===== config.mk =====
export PLATFORM = sky130hd
export DESIGN_NAME = brp_bcd_port
export DESIGN_NICKNAME = d
export VERILOG_FILES = /design/src/rtl/brp_pkg.sv /design/src/rtl/brp_bcd_port.sv
export SDC_FILE = /design/constraint.sdc
export NUM_CORES = 1
export LEC_CHECK = 0
export BUFFER_PORTS_ARGS = -buffer_cell sky130_fd_sc_hd__buf_2
export CORE_AREA = 3 3 56 58
export DETAILED_ROUTE_END_ITERATION = 8
export DIE_AREA = 0 0 59 61
export GPL_ROUTABILITY_DRIVEN = 0
export GPL_TIMING_DRIVEN = 1
export HOLD_SLACK_MARGIN = 0.15
export PLACE_DENSITY = 0.7
export REMOVE_ABC_BUFFERS = 1
export SLEW_MARGIN = 20
export SYNTH_ARGS = -nofsm -noshare
export SYNTH_HDL_FRONTEND = slang
export SYNTH_SLANG_ARGS = --single-unit
export TNS_END_PERCENT = 5

===== constraint.sdc =====
create_clock -name core_clk -period 1.37 [get_ports core_clk]
set_input_delay 0.137 -clock core_clk [delete_from_list [all_inputs] [get_ports core_clk]]
set_output_delay 0.137 -clock core_clk [all_outputs]
set_load 0.03 [all_outputs]

===== src/rtl/brp_pkg.sv =====
package brp_pkg;
   // weighted bcd layout: four full decades plus a two-line top decade
   localparam int DECADES_FULL = 4;
   localparam int DIGIT_W = 4;
   localparam int TOP_W = 2;
   localparam int DATA_W = DECADES_FULL * DIGIT_W + TOP_W;
   localparam int RANGE_W = 4;
   localparam logic [3:0] RANGE_MIN = 4'h0;
   localparam logic [3:0] RANGE_MAX = 4'h7;
   localparam logic [3:0] BCD_DIGIT_MAX = 4'h9;
   localparam logic [1:0] TOP_DIGIT_MAX = 2'h2;
   localparam logic [17:0] DATA_RESET = 18'h0_0000;
   localparam logic [3:0] RANGE_RESET = 4'h0;
   localparam logic OVL_RESET = 1'b0;
   localparam logic HOLD_RESET = 1'b0;
   localparam logic [2:0] SYNC_RESET = 3'h0;
   // hold pin synchroniser depth
   localparam int SYNC_STAGES = 3;
endpackage : brp_pkg


===== src/rtl/brp_bcd_port.sv =====
`timescale 1ns/1ps
// Notes on behaviour
// - data lines mirror displayed reading as bcd
// - range exponent 0..7, top bit zero
// - overload high marks reading as overload
// - hold input freezes data, range and overload outputs at last values
module brp_bcd_port (
   // clock and reset
   input wire logic core_clk,
   input wire logic rstn,
   // reading from the measurement core
   input wire logic [17:0] rdg_bcd,
   input wire logic [3:0] rdg_range,
   input wire logic rdg_overload,
   input wire logic rdg_valid,
   // external party
   input wire logic hold_pin,
   output logic [17:0] bcd_data,
   output logic range_exponent_lsb,
   output logic range_exponent_second,
   output logic range_exponent_third,
   output logic range_exponent_msb,
   output logic overload,
   // to measurement core
   output logic meas_halt
);

   logic [2:0] hold_sync_reg;
   logic hold_reg;
   logic [17:0] data_reg;
   logic [3:0] range_reg;
   logic ovl_reg;
   logic take;

   // a digit above nine would be an illegal code on the lines
   function automatic logic bcd_ok(input logic [17:0] v);
      logic ok;
      ok = (v[17:16] <= brp_pkg::TOP_DIGIT_MAX);
      for (int i = 0; i < brp_pkg::DECADES_FULL; i++) begin
         if (v[i*4 +: 4] > brp_pkg::BCD_DIGIT_MAX) begin
            ok = 1'b0;
         end
      end
      return ok;
   endfunction : bcd_ok

   // exponents past the top range are pinned there so the msb stays zero
   function automatic logic [3:0] clamp_range(input logic [3:0] r);
      logic [3:0] c;
      c = r;
      if (r > brp_pkg::RANGE_MAX) begin
         c = brp_pkg::RANGE_MAX;
      end
      return c;
   endfunction : clamp_range

   // three stages; the change counts when stages two and three agree
   always_ff @(posedge core_clk or negedge rstn) begin
      if (!rstn) begin
         hold_sync_reg <= brp_pkg::SYNC_RESET;
      end else begin
         hold_sync_reg <= {hold_sync_reg[1:0], hold_pin};
      end
   end

   always_ff @(posedge core_clk or negedge rstn) begin
      if (!rstn) begin
         hold_reg <= brp_pkg::HOLD_RESET;
      end else if (hold_sync_reg[1] == hold_sync_reg[2]) begin
         hold_reg <= hold_sync_reg[2];
      end
   end

   assign meas_halt = hold_reg;
   assign take = rdg_valid && !hold_reg;

   // one register for the whole reading so no digit mix is seen
   always_ff @(posedge core_clk or negedge rstn) begin
      if (!rstn) begin
         data_reg <= brp_pkg::DATA_RESET;
         range_reg <= brp_pkg::RANGE_RESET;
         ovl_reg <= brp_pkg::OVL_RESET;
      end else if (take) begin
         data_reg <= rdg_bcd;
         // out-of-range exponent clamps to the top range
         range_reg <= clamp_range(rdg_range);
         // illegal digits are reported as overload, data then meaningless
         ovl_reg <= rdg_overload || !bcd_ok(rdg_bcd);
      end
   end

   assign bcd_data = data_reg;
   assign range_exponent_lsb = range_reg[0];
   assign range_exponent_second = range_reg[1];
   assign range_exponent_third = range_reg[2];
   assign range_exponent_msb = range_reg[3];
   assign overload = ovl_reg;
endmodule : brp_bcd_port


==> results.tsv <==
metric	value	unit
status	finished, final reports clean	
CP endpoint kind	flop	
peak supply drop	0.000889	V
Final Net Count	175	
vias in the first global route	920	
fin util	60.1	%
ant diodes	0	
HPWL Detailed	1640	um
grt ovf	0	
Core ar.	2710	um2
Final setup viols	0	
First DRT Iteration DRCs	14	
CP max FO	1	
cell with the largest stage delay on the worst path	dlygate4sd3_1	
Sw Share	34.4	%
io pins	51	
critical path required time	1580	ps
max FFs per register	18	
Tmin final	1320	ps
GRT Total Usage	15.1	%
Slew @ Worst Pin	585	ps
Power Total	0.00203	W
Gate power share	34.7	%
clock slew at the register clock pins of the worst setup and hold paths	140	ps
register area share after synthesis	62.4	%
period utilization	96.0	%
CTS root buffer	clkbuf_4	
Worst Path Arrival	1520	ps
Seq pwr share	48.9	%
Ys Warns	0	
Setup TNS	0	ps
first-pass GRT wire length	4080	um
Avg WL per Cell	13.6	um
R2R setup slack	100	ps
Buf/Inv on CP	3	
Synth-to-Final Area Change	50.5	%
post-CTS setup buffers	0	
CP Class	input pin to flop	
Mapped Cells	69	
Cell Area, Synth	1080	um2
antenna-violating nets left	0	
I/O Buffers	50	
Initial Util	39.9	%
Leak	0.824	nW
share of cells above drive strength 1	50.3	%
placed insts	147	
initial antenna violation count	0	
largest net degree at the start of global routing	28	
Final Hold Viols	0	
Max H-tree Level	1	
Int Pwr	0.00133	W
synth unique cells	15	
row cnt	19	
Max Slew Vio Count	0	
first-pass iteration count of the detailed router	3	
Final Skew	3.96	ps
min-delay worst type	input pin to async pin	
Die X	59	um
via/cell ratio	4.80	
syn_area_per_cell	15.7	um2
die footprint	3600	um2
Power Density	1250	nW/um2
sw power	0.000698	W
routed vias	854	
Finished Layout Cells	178	
die span in y	61	um
Max-slew headroom	61.0	%
CTS Buffer Depth	2	
CTS tree	yes	
upper clock frequency limit	0.760	GHz
Clk Latency, worst-skew pair	320	ps
Startpoint Class	input pin	
#FFs+latches synth	27	
largest stage delay on the critical path	560	ps
Clock Power Share	16.4	%
final WL	2420	um
CP cell instances	dlygate4sd3_1 -> buf_2 -> nor2_1 -> dlygate4sd3_1 -> o21ai_0	
CP delay by family, top	buffers and inverters	
CTS Sinks	27	
DRC errors left	0	
hold_ws	327	ps
total clock buffers created by CTS	3	
Max-Cap Viols	0	
Crit path top cell by count	dlygate4sd3_1	
==> routing by layer <==
| layer | vias up | part of all wire, % | GRT usage, % |
|---|---|---|---|
| met5 | - | 0 | 0 |
| met4 | 0 | 0.95 | 2.27 |
| met3 | 2 | 7.2 | 5.32 |
| met2 | 33 | 55 | 27.0 |
| met1 | 425 | 37 | 18.0 |
| li1 | 394 | - | - |
==> power by group through the flow <==
stage | Clock [W] | Sequential [W] | Combinational (W)
final | 0.000333 | 0.000993 | 0.000705
after global routing | 0.000388 | 0.00101 | 0.000751
after detailed placement | 0 | 0.00101 | 0.000651
after global placement | 0 | 0.00100 | 0.000637
after CTS | 0.000348 | 0.000995 | 0.000708
after floorplan | 0 | 0.00125 | 0.000184
==> worst paths after layout <==
path                                       startpoint                          to  depth (start not counted)
hold / removal                                   rstn    range_reg[3]$_DFFE_PN0P_                          2
min in group core_clk      hold_sync_reg[0]$_DFF_PN0_  hold_sync_reg[1]$_DFF_PN0_                          0
hold reg to reg            hold_sync_reg[0]$_DFF_PN0_  hold_sync_reg[1]$_DFF_PN0_                          0
max in group asynchronous                        rstn     bcd_data[8]$_DFFE_PN0P_                          2
setup / recovery                         rdg_range[1]    range_reg[1]$_DFFE_PN0P_                          5
setup reg to reg                meas_halt$_DFFE_PN0N_     bcd_data[9]$_DFFE_PN0P_                          2
==> stage by stage <==
step           setup slack [ps]  area [um2]
2_1_floorplan             -14.9        1040
3_3_place_gp                169        1330
3_5_place_dp                122        1330
4_1_cts                     101        1630
5_1_grt                   -2.47        1630
6_report                   54.2        1630
==> cell type report <==
type,count,area [um2]
fillers,234,1080
flip-flops and latches,27,676
repair buffers,77,520
multi-input cells,39,367
well taps,31,38.8
clock buffers,3,22.5
clock inverters,1,5.00
==> repair_timing <==
item,CTS,global route
setup endpoints to repair,0,1
hold buffers,27,0
gates resized for setup,0,1
hold endpoints to repair,50,0
==> cell families (layout without fill, tap and decap cells) <==
family          after synthesis  after routing  synth area share [%]
fa+ha+maj                     1              1                 0.925
buf+inv                       3             81                  3.93
flops                        27             27                  62.4
compound gates                9              9                  4.51
mux                          18             18                  22.9
simple gates                 11             11                  5.32
==> cells in the final DEF (no fill, tap or decap), drive strengths merged <==
cell / n
o21ai: 7
clkinv: 1
a21oi: 1
and2: 1
nand3: 1
mux2: 18
nor2: 3
dfrtp: 27
maj3: 1
nand2b: 2
o31a: 1
buf: 50
nand2: 4
dlygate4sd3: 27
clkbuf: 3
==> synthesized netlist by cell type, drive strengths merged <==
cell type / count / share of area (%)
maj3: 1 / 0.92
and2: 1 / 0.58
o21ai: 7 / 3.2
dfrtp: 27 / 62
nand2b: 2 / 1.8
a21oi: 1 / 0.46
nand2: 4 / 1.4
nor2: 3 / 1.0
o31a: 1 / 0.81
mux2: 18 / 23
buf: 3 / 3.9
nand3: 1 / 0.46
(Power assumes the default switching activity.)
